<file path="src/tpw_pkg.sv">
// Shared constants and types of the triple pulse-width block.
// Assumes one clock domain; timers and software bus are on that clock.
//
// Function
// Output a periods from timer_a and period_reg_a
// Output b timebase selected by bit 5
// Output c timebase selected by bit 5
// No timer cascading while any output used
// Duty is high byte plus low bits 7:6
// Output high for duty times osc period
// Zero duty keeps output low all period
// Duty high equals period: short low end
// Full duty when duty high exceeds period
// Writes land in master latches only
// Period start copies masters, forces output high
// Reads return slave latch contents
// Software avoids read-modify-write on duty registers
// Timer matches period, then rolls to zero
// Timer period events latch into sticky flags
// Compare duty against count joined with phase
package tpw_pkg;
	localparam int TPW_NUM_OUT       = 3;
	localparam int TPW_DUTY_W        = 10;
	localparam int TPW_TIMEBASE_BIT  = 5;
	localparam int TPW_DUTY_LO_MSB   = 7;
	localparam int TPW_DUTY_LO_LSB   = 6;
	localparam logic [7:0] TPW_BYTE_RESET  = 8'h00;
	localparam logic [1:0] TPW_PHASE_RESET = 2'h0;
	localparam logic [1:0] TPW_PHASE_LAST  = 2'h3;
	localparam logic [7:0] TPW_TIMER_RESET = 8'h00;
	localparam logic [7:0] TPW_PERIOD_RESET = 8'hFF;
	typedef enum {TPW_SRC_A, TPW_SRC_B} tpw_src_t;
endpackage

</file>
<file path="src/tpw_tick_if.sv">
// Carries the shared timebase state from the timers to the pulse channels.
// Assumes every party runs on clk_sys.
`timescale 1ns/100ps
`default_nettype none
interface tpw_tick_if;
	logic [1:0] phase;
	logic [7:0] count_a;
	logic [7:0] count_b;
	logic [7:0] period_a;
	logic [7:0] period_b;
	logic       start_a;
	logic       start_b;
	modport src (output phase, count_a, count_b, period_a, period_b, start_a, start_b);
	modport dst (input  phase, count_a, count_b, period_a, period_b, start_a, start_b);
endinterface
`default_nettype wire

</file>
<file path="src/tpw_timebase.sv">
// Two 8-bit period timers with a shared quarter-cycle phase counter.
// Assumes period values come from software registers on clk_sys.
`timescale 1ns/100ps
`default_nettype none
module tpw_timebase
	import tpw_pkg::*;
(
	input  wire logic       clk_sys,
	input  wire logic       reset,
	input  wire logic [7:0] period_reg_a,
	input  wire logic [7:0] period_reg_b,
	input  wire logic       cascade_req,
	input  wire logic       any_out_used,
	output logic            timer_a_flag,
	output logic            timer_b_flag,
	input  wire logic       clear_flag_a,
	input  wire logic       clear_flag_b,
	output logic            cascaded,
	tpw_tick_if.src         tick
);
	logic [1:0] phase_reg;
	logic [7:0] timer_a_reg;
	logic [7:0] timer_b_reg;
	logic       wrap;
	logic       hit_a;
	logic       hit_b;
	logic       casc_ok;

	assign wrap    = (phase_reg == TPW_PHASE_LAST);
	assign casc_ok = cascade_req && !any_out_used;
	assign hit_a   = wrap && (timer_a_reg == period_reg_a);
	assign hit_b   = casc_ok ? (hit_a && timer_b_reg == period_reg_b)
	                         : (wrap && timer_b_reg == period_reg_b);

	always_ff @(posedge clk_sys) begin
		if (reset) begin
			phase_reg <= TPW_PHASE_RESET;
		end else begin
			phase_reg <= phase_reg + 2'h1;
		end
	end

	// Period is (period + 1) times four oscillator periods, or (period + 1) timer a periods for cascaded timer b
	always_ff @(posedge clk_sys) begin
		if (reset) begin
			timer_a_reg <= TPW_TIMER_RESET;
			timer_b_reg <= TPW_TIMER_RESET;
		end else begin
			if (hit_a) begin
				timer_a_reg <= TPW_TIMER_RESET;
			end else if (wrap) begin
				timer_a_reg <= timer_a_reg + 8'h01;
			end
			if (hit_b) begin
				timer_b_reg <= TPW_TIMER_RESET;
			end else if (casc_ok ? hit_a : wrap) begin
				timer_b_reg <= timer_b_reg + 8'h01;
			end
		end
	end

	// Set wins over clear
	always_ff @(posedge clk_sys) begin
		if (reset) begin
			timer_a_flag <= 1'b0;
			timer_b_flag <= 1'b0;
		end else begin
			timer_a_flag <= hit_a | (timer_a_flag & ~clear_flag_a);
			timer_b_flag <= hit_b | (timer_b_flag & ~clear_flag_b);
		end
	end

	always_ff @(posedge clk_sys) begin
		if (reset) begin
			cascaded <= 1'b0;
		end else begin
			cascaded <= casc_ok;
		end
	end

	always_comb begin
		tick.phase    = phase_reg;
		tick.count_a  = timer_a_reg;
		tick.count_b  = timer_b_reg;
		tick.period_a = period_reg_a;
		tick.period_b = period_reg_b;
		tick.start_a  = hit_a;
		tick.start_b  = hit_b && !casc_ok;
	end
endmodule
`default_nettype wire

</file>
<file path="src/tpw_channel.sv">
// One pulse channel: master/slave duty latches and the output comparator.
// Assumes the timebase interface is driven on clk_sys.
`timescale 1ns/100ps
`default_nettype none
module tpw_channel
	import tpw_pkg::*;
(
	input  wire logic       clk_sys,
	input  wire logic       reset,
	input  wire logic       fixed_a,
	input  wire logic       wr_high,
	input  wire logic       wr_low,
	input  wire logic [7:0] wr_data,
	output logic      [7:0] rd_high,
	output logic      [7:0] rd_low,
	output logic            pulse_out,
	tpw_tick_if.dst         tick
);
	logic [7:0] master_high_reg;
	logic [7:0] master_low_reg;
	logic [7:0] slave_high_reg;
	logic [7:0] slave_low_reg;
	logic       pulse_reg;
	tpw_src_t   src;
	logic       start;
	logic [7:0] count;
	logic [7:0] period;
	logic [TPW_DUTY_W-1:0] duty_value;
	logic [TPW_DUTY_W-1:0] now;
	logic [TPW_DUTY_W-1:0] next_now;

	always_comb begin
		src    = (!fixed_a && slave_low_reg[TPW_TIMEBASE_BIT]) ? TPW_SRC_B : TPW_SRC_A;
		start  = (src == TPW_SRC_B) ? tick.start_b : tick.start_a;
		count  = (src == TPW_SRC_B) ? tick.count_b : tick.count_a;
		period = (src == TPW_SRC_B) ? tick.period_b : tick.period_a;
	end

	assign duty_value = {slave_high_reg, slave_low_reg[TPW_DUTY_LO_MSB:TPW_DUTY_LO_LSB]};
	assign now        = {count, tick.phase};
	assign next_now   = now + 10'h001;

	always_ff @(posedge clk_sys) begin
		if (reset) begin
			master_high_reg <= TPW_BYTE_RESET;
			master_low_reg  <= TPW_BYTE_RESET;
		end else begin
			if (wr_high) begin
				master_high_reg <= wr_data;
			end
			if (wr_low) begin
				master_low_reg <= wr_data;
			end
		end
	end

	always_ff @(posedge clk_sys) begin
		if (reset) begin
			slave_high_reg <= TPW_BYTE_RESET;
			slave_low_reg  <= TPW_BYTE_RESET;
		end else if (start) begin
			slave_high_reg <= master_high_reg;
			slave_low_reg  <= master_low_reg;
		end
	end

	// Low when the next phase reaches duty; duty above period never matches
	always_ff @(posedge clk_sys) begin
		if (reset) begin
			pulse_reg <= 1'b0;
		end else if (start) begin
			pulse_reg <= (master_high_reg != 8'h00) || (master_low_reg[7:6] != 2'h0);
		end else if (slave_high_reg > period) begin
			pulse_reg <= 1'b1;
		end else if (next_now >= duty_value) begin
			pulse_reg <= 1'b0;
		end
	end

	assign rd_high   = slave_high_reg;
	assign rd_low    = slave_low_reg;
	assign pulse_out = pulse_reg;
endmodule
`default_nettype wire

</file>
<file path="src/tpw_top.sv">
// Top of the triple pulse-width block: timers plus three channels.
// Assumes software strobes and data arrive synchronous to clk_sys.
`timescale 1ns/100ps
`default_nettype none
module tpw_top
	import tpw_pkg::*;
(
	input  wire logic       clk_sys,
	input  wire logic       reset,
	input  wire logic [7:0] period_reg_a,
	input  wire logic [7:0] period_reg_b,
	input  wire logic       cascade_req,
	input  wire logic [2:0] out_enable,
	input  wire logic [2:0] wr_high,
	input  wire logic [2:0] wr_low,
	input  wire logic [7:0] wr_data,
	output logic      [23:0] rd_high,
	output logic      [23:0] rd_low,
	input  wire logic       clear_flag_a,
	input  wire logic       clear_flag_b,
	output logic            timer_a_flag,
	output logic            timer_b_flag,
	output logic            cascaded,
	output logic            pulse_out_a,
	output logic            pulse_out_b,
	output logic            pulse_out_c
);
	tpw_tick_if tick ();
	logic [2:0] pulses;

	tpw_timebase u_timebase (
		.clk_sys      (clk_sys),
		.reset        (reset),
		.period_reg_a (period_reg_a),
		.period_reg_b (period_reg_b),
		.cascade_req  (cascade_req),
		.any_out_used (|out_enable),
		.timer_a_flag (timer_a_flag),
		.timer_b_flag (timer_b_flag),
		.clear_flag_a (clear_flag_a),
		.clear_flag_b (clear_flag_b),
		.cascaded     (cascaded),
		.tick         (tick.src)
	);

	genvar gi;
	generate
		for (gi = 0; gi < TPW_NUM_OUT; gi++) begin : g_ch
			logic raw;
			tpw_channel u_ch (
				.clk_sys   (clk_sys),
				.reset     (reset),
				.fixed_a   (gi == 0),
				.wr_high   (wr_high[gi]),
				.wr_low    (wr_low[gi]),
				.wr_data   (wr_data),
				.rd_high   (rd_high[gi*8 +: 8]),
				.rd_low    (rd_low[gi*8 +: 8]),
				.pulse_out (raw),
				.tick      (tick.dst)
			);
			assign pulses[gi] = raw & out_enable[gi];
		end
	endgenerate

	assign pulse_out_a = pulses[0];
	assign pulse_out_b = pulses[1];
	assign pulse_out_c = pulses[2];
endmodule
`default_nettype wire

</file>
<file path="config.mk">
export PLATFORM = sky130hd
export DESIGN_NAME = tpw_top
export DESIGN_NICKNAME = d
export VERILOG_FILES = /design/src/tpw_pkg.sv /design/src/tpw_tick_if.sv /design/src/tpw_timebase.sv /design/src/tpw_channel.sv /design/src/tpw_top.sv
export SDC_FILE = /design/constraint.sdc
export NUM_CORES = 1
export LEC_CHECK = 0
export BUFFER_PORTS_ARGS = -buffer_cell sky130_fd_sc_hd__buf_2
export CORE_AREA = 2 2 116 118
export DETAILED_ROUTE_END_ITERATION = 8
export DIE_AREA = 0 0 118 120
export PLACE_DENSITY = 0.76
export SLEW_MARGIN = 20
export SYNTH_ARGS = -nofsm -noshare
export SYNTH_HDL_FRONTEND = slang
export SYNTH_SLANG_ARGS = --single-unit
</file>
<file path="constraint.sdc">
create_clock -name clk_sys -period 4.7 [get_ports clk_sys]
set_input_delay 0.235 -clock clk_sys [delete_from_list [all_inputs] [get_ports clk_sys]]
set_output_delay 0.235 -clock clk_sys [all_outputs]
set_load 0.1 [all_outputs]
</file>
* Word-level counts from Yosys, hierarchy flattened *
Cells that the tools add are included.

word-level totals
  memories kept = 0
  register bits = 120
  output and inout bits = 54
  memory bits (read-only) = 0
  word-level logic and storage cells = 88
  latch bits = 0
  RAM bits = 0

operators by class
  bitwise logic cells = 9
  eq/ne operators = 5
  $add $sub $neg = 6
  div/mod/pow operators = 0
  shift-type cells = 0
  $lt $le $gt $ge = 6
  muxes and demuxes = 19
  reductions and logical operators = 22
  multipliers = 0

operator list
  cell                                                                    count
  32-bit by 2-bit equality test with 1-bit output, second input constant  2
  8-bit two-way mux                                                       4
  10-bit by 1-bit adder with 10-bit output, second input constant         3
  10-bit greater-or-equal comparator                                      3
  8-bit > comparator                                                      3
  8-bit nonzero test                                                      3
  8-bit by 1-bit adder with 8-bit output, second input constant           2
  8-bit equality test                                                     2
  1-bit two-way mux                                                       15
  3-bit nonzero test                                                      3
  2-bit nonzero test                                                      3
  1-bit AND                                                               5
  1-bit logical AND                                                       5
  2-bit OR reduction                                                      2
  1-bit logical OR                                                        3
  3-bit OR reduction                                                      1
  2-bit by 1-bit adder with 2-bit output, second input constant           1
  2-bit equality test, second input constant                              1
  1-bit zero test                                                         2
  1-bit NOT                                                               2
  1-bit bitwise OR                                                        2

* Longest topological paths before layout *
  word-level depth = 8
  gate-level depth with buffers = 11

* Modules after synthesis *
Synthesis repeated with hierarchy kept, for this count alone.

unflattened totals
  cells, all modules = 835
  area, all modules = 7214.4 um^2

modules (own cells, without submodules)
  module        times used  cells each  area each (um^2)
  tpw_channel   3           228         1985.7
  tpw_timebase  1           145         1223.7
  tpw_top       1           6           33.8

* Worst setup path after synthesis *
No wires, ideal clock.

  path kind = register to register
  from = register g_ch[1].u_ch.slave_low_reg[5]
  to = register g_ch[1].u_ch.pulse_reg
  period minus slack after synthesis = 3.397 ns
  required time = 4.621 ns
  data arrival time = 3.318 ns
  buffers on the path = 3
  setup slack = 1.303 ns
  cell stages (with the launch flop) = 11
  cell sequence = dfxtp_1 -> buf_2 -> buf_1 -> buf_1 -> mux2i_1 -> ha_1 -> nor2b_1 -> o211ai_1 -> a211o_1 -> and4_4 -> a211oi_2

on the way
  cells in the longest elaborated chain, start to end = 6

ends and longest elaborated chain
  what                                                                                   line                                                     text
  start: declaration                                                                     tpw_channel.sv:22                                        logic [7:0] slave_low_reg;
  start signal: assignment                                                               tpw_channel.sv:63                                        slave_low_reg <= master_low_reg;
  1-bit two-way mux *                                                                    tpw_channel.sv:33                                        src = (!fixed_a && slave_low_reg[TPW_TIMEBASE_BIT]) ? TPW_SRC_B : TPW_SRC_A;
  32-bit by 2-bit equality test with 1-bit output *                                      tpw_channel.sv:34, tpw_channel.sv:35, tpw_channel.sv:36
  8-bit two-way mux, on equally long branches                                            tpw_channel.sv:35, tpw_channel.sv:36
  10-bit by 1-bit adder with 10-bit output / 8-bit > comparator (equally long branches)  tpw_channel.sv:41, tpw_channel.sv:73
  10-bit greater-or-equal comparator / 1-bit two-way mux (equally long branches)         tpw_channel.sv:75, tpw_channel.sv:73
  3-bit nonzero test (no source line) / 1-bit two-way mux (equally long branches)        -
  end signal: assignment                                                                 tpw_channel.sv:72                                        pulse_reg <= (master_high_reg != 8'h00) || (master_low_reg[7:6] != 2'h0);
  end: declaration                                                                       tpw_channel.sv:23                                        logic pulse_reg;

Every way passes the cells marked *; elsewhere a longest branch is shown, timed or not.
A chain may end at the register's enable or synchronous reset.

* Final worst setup path *
  from = register u_timebase.phase_reg[0], in the netlist u_timebase.tick.phase[0]
  to = register g_ch[2].u_ch.pulse_reg

on the way
  cells in the longest elaborated chain, start to end = 7

ends and longest elaborated chain
  what                                                                              line                text
  start: declaration                                                                tpw_timebase.sv:21  logic [1:0] phase_reg;
  start signal: assignment                                                          tpw_timebase.sv:39  phase_reg <= phase_reg + 2'h1;
  branches (longest 7 deep; another with 10-bit by 1-bit adder with 10-bit output)  -
  end signal: assignment                                                            tpw_channel.sv:72
  end: declaration                                                                  tpw_channel.sv:23

Parallel ways; which one is timed is not known.

==> results.toml <==
[sta]
clock_skew_ns = 0.0132
finalCriticalPeriod_ns = 3.26
worst_pin_slew_ns = 0.760
setup_tns_ns = 0
max_slew_margin_pct = 48.9
setup_viol = 0
whs_ns = 0.107
maxSlewViolCount = 0
rsz0062_at_grt = "no"
max_freq_mhz = 307
hold_viol_final = 0
period_share_pct = 69.4

[status]
status = "complete, no violations"

[synth]
syn_area_um2 = 7000
ys_types = 57
synth_seq_cells = 120
async_flop_share_pct = 0
syn_nets = 896
synth_flop_cell = "dfxtp_1"
yosysWarnings = 0
ys_seq_area_share_pct = 34.3
synth_edf_count = 0
syn_inst = 801
synth.avg_cell_area_um2 = 8.74

[power]
power_density_nw_per_um2 = 311
leakage_nw = 3.23
power_mw = 2.51
p_switching_mw = 0.632
peakVddDrop_mv = 0.386
p_int_mw = 1.88
pwr-share-clk_pct = 49.6
p_seq_share_pct = 42.7
switching_share_pct = 25.2
p_comb_share_pct = 7.7

[drt]
drc = 0
first_pass_iters = 8
routed_wl_um = 18900
viasPerCell = 5.88
vias = 6181
drtIter0Drc = 596
ant_nets = 0
wl_per_cell_um = 18.0

[grt]
grt_usage_pct = 27.0
antenna_found_initial = 0
grt_max_degree = 71
grt_pass1_wl_um = 29800
overflow = 0
grt_pass1_vias = 5671

[clocking]
hold_buffers = 0
cts_tree = "yes"
post_cts_buffers = 0
clk_root_buffer_cell = "clkbuf_16"
cts_resized = 0
clk_pin_slew_worst_paths_ns = 0.06
htree_levels = 4
cts_sinks = 120
insertion_delay_ns = 0.43
clockBufferDepth = 2
cts_buffers = 17

[worst_setup_path]
critPathLaunchType = "register"
r2r-start = "u_timebase.tick.phase[0]"
crit_type = "register to register"
reg2reg_slack_ns = 1.44
crit_fanout = 22
worstReg2RegEnd = "g_ch[2].u_ch.pulse_out"
endpoint_kind = "register"
required_ns = 5.05
crit_arrival_ns = 3.61
worstRegToRegCells = 12

[worst_hold_path]
hold_depth = 4
min_from = "clear_flag_b"
hp-class = "primary input to register"
hold_end = "u_timebase.timer_b_flag"

[layout]
n_fill_cell = 1144
drive_gt1_share_pct = 16.5
multi_input_area_um2 = 4200
final_nets = 957
antenna_cells = 0
syn_to_final_growth_pct = 15.1
seq_area_um2 = 2400

[placed_design]
port_buffers = 91
globalplace.congestion = 0.906
hpwlAfterDp_um = 13300

[die]
die_area_um2 = 14200
num_rows = 42
die_y_um = 120
core_region_area_um2 = 13000
die_w_um = 118
initial_core_util_pct = 53.9
ioPinCount = 92

[job]
maxCapViolations = 0
## stage by stage
step           worst slack (ns)  area [µm²]  util [%]  instances
4_1_cts                    1.51        8040      61.9       1051
6_report                   1.44        8060      62.1       1051
5_1_grt                    1.22        8060      62.1       1051
3_3_place_gp               1.65        7480      57.6       1019
3_5_place_dp               1.55        7480      57.6       1019
2_1_floorplan              1.30        7000         -        801
## power by group through the flow
stage / clock network, mW / logic [mW] / registers (mW)
2_1_floorplan: 0 / 0.130 / 1.08
3_3_place_gp: 0 / 0.185 / 1.09
3_5_place_dp: 0 / 0.189 / 1.09
4_1_cts: 1.25 / 0.191 / 1.07
5_1_grt: 1.30 / 0.214 / 1.07
6_report: 1.24 / 0.193 / 1.07
## worst max path at each step
stage / slack [ns] / end / startpoint
4_1_cts: 1.51 / g_ch[2].u_ch.pulse_out / u_timebase.tick.phase[0]
5_1_grt: 1.22 / g_ch[2].u_ch.pulse_out / u_timebase.tick.phase[0]
6_report: 1.44 / g_ch[2].u_ch.pulse_out / u_timebase.tick.phase[0]
3_5_place_dp: 1.55 / g_ch[2].u_ch.pulse_out / u_timebase.tick.phase[0]
3_3_place_gp: 1.65 / g_ch[2].u_ch.pulse_out / u_timebase.tick.phase[0]
2_1_floorplan: 1.30 / g_ch[1].u_ch.pulse_out / g_ch[1].u_ch.rd_low[5]
## cells in the final DEF (no fill, tap or decap), drive strengths merged, types with 2 or more instances in the layout
master    count
a2111o        2
a211o         2
a211oi        8
a21oi        58
a221oi        3
a32o          3
and2          4
and3          2
and4          4
buf          98
clkbuf       21
clkinv        6
clkinvlp      3
dfxtp       120
ha           57
inv          44
mux2          2
mux2i        91
nand2        18
nand2b        3
nand3        56
nand3b        5
nand4        20
nand4b        2
nor2         87
nor2b         8
nor3         10
nor3b         2
nor4         10
o2111ai       2
o211ai        5
o21a          4
o21ai        49
o31ai         2
or4           4
xnor2        32
xor2         14
## layout make-up
type / count / share of cell area [%]
tap: 176 / 2.73
multi-input combinational: 582 / 52.2
timing repair buffer: 98 / 6.34
clock buffer: 21 / 5.72
clock inverter: 11 / 1.23
sequential: 120 / 29.8
inverter: 43 / 2.00
## Yosys cell counts (5+ instances only)
cell / n / share of area [%]
nor4_1: 8 / 0.71
o211ai_1: 5 / 0.54
nand3b_1: 5 / 0.54
mux2i_1: 91 / 13
nand3_1: 56 / 4.0
nand4_1: 16 / 1.4
dfxtp_1: 120 / 34
a21oi_1: 58 / 4.1
nor2b_1: 8 / 0.71
a211oi_1: 6 / 0.64
nand2_1: 18 / 0.97
o21ai_0: 49 / 3.5
xnor2_1: 30 / 3.8
clkbuf_1: 29 / 1.6
xor2_1: 14 / 1.8
ha_1: 57 / 10
nor3_1: 10 / 0.71
inv_1: 43 / 2.3
nor2_1: 87 / 4.7
buf_2: 19 / 1.4
## worst max-delay path, stage by stage (launching register included)
cell and delay [ns]:
dfxtp_1 0.49, ha_1 0.20, buf_4 0.26, inv_1 0.32, a221o_1 0.42, o21a_1 0.19, nor3_1 0.16, a21oi_1 0.06
ha_1 0.29, o2111ai_1 0.18, a21oi_1 0.06, a2111o_1 0.37, a211oi_2 0.17
## cells by family (layout without fill, tap and decap cells)
group | Yosys count | after routing | share of synthesized area, %
AO/OA/AOI/OAI | 148 | 148 | 12.7
XOR/XNOR | 46 | 46 | 5.97
adder cells (fa/ha/maj) | 57 | 57 | 10.2
buffers and inverters | 99 | 173 | 5.97
flip-flops | 120 | 120 | 34.3
multiplexers | 93 | 93 | 13.3
AND/OR/NAND/NOR | 238 | 238 | 17.5
## layer usage
layer,routed length [µm],GRT usage [%],up-vias
met3,1290,6.56,52
met1,8310,35.5,2903
met5,0,0,-
met4,771,12.9,0
met2,8540,41.6,247
li1,-,-,2979
(Power assumes the default switching activity.)
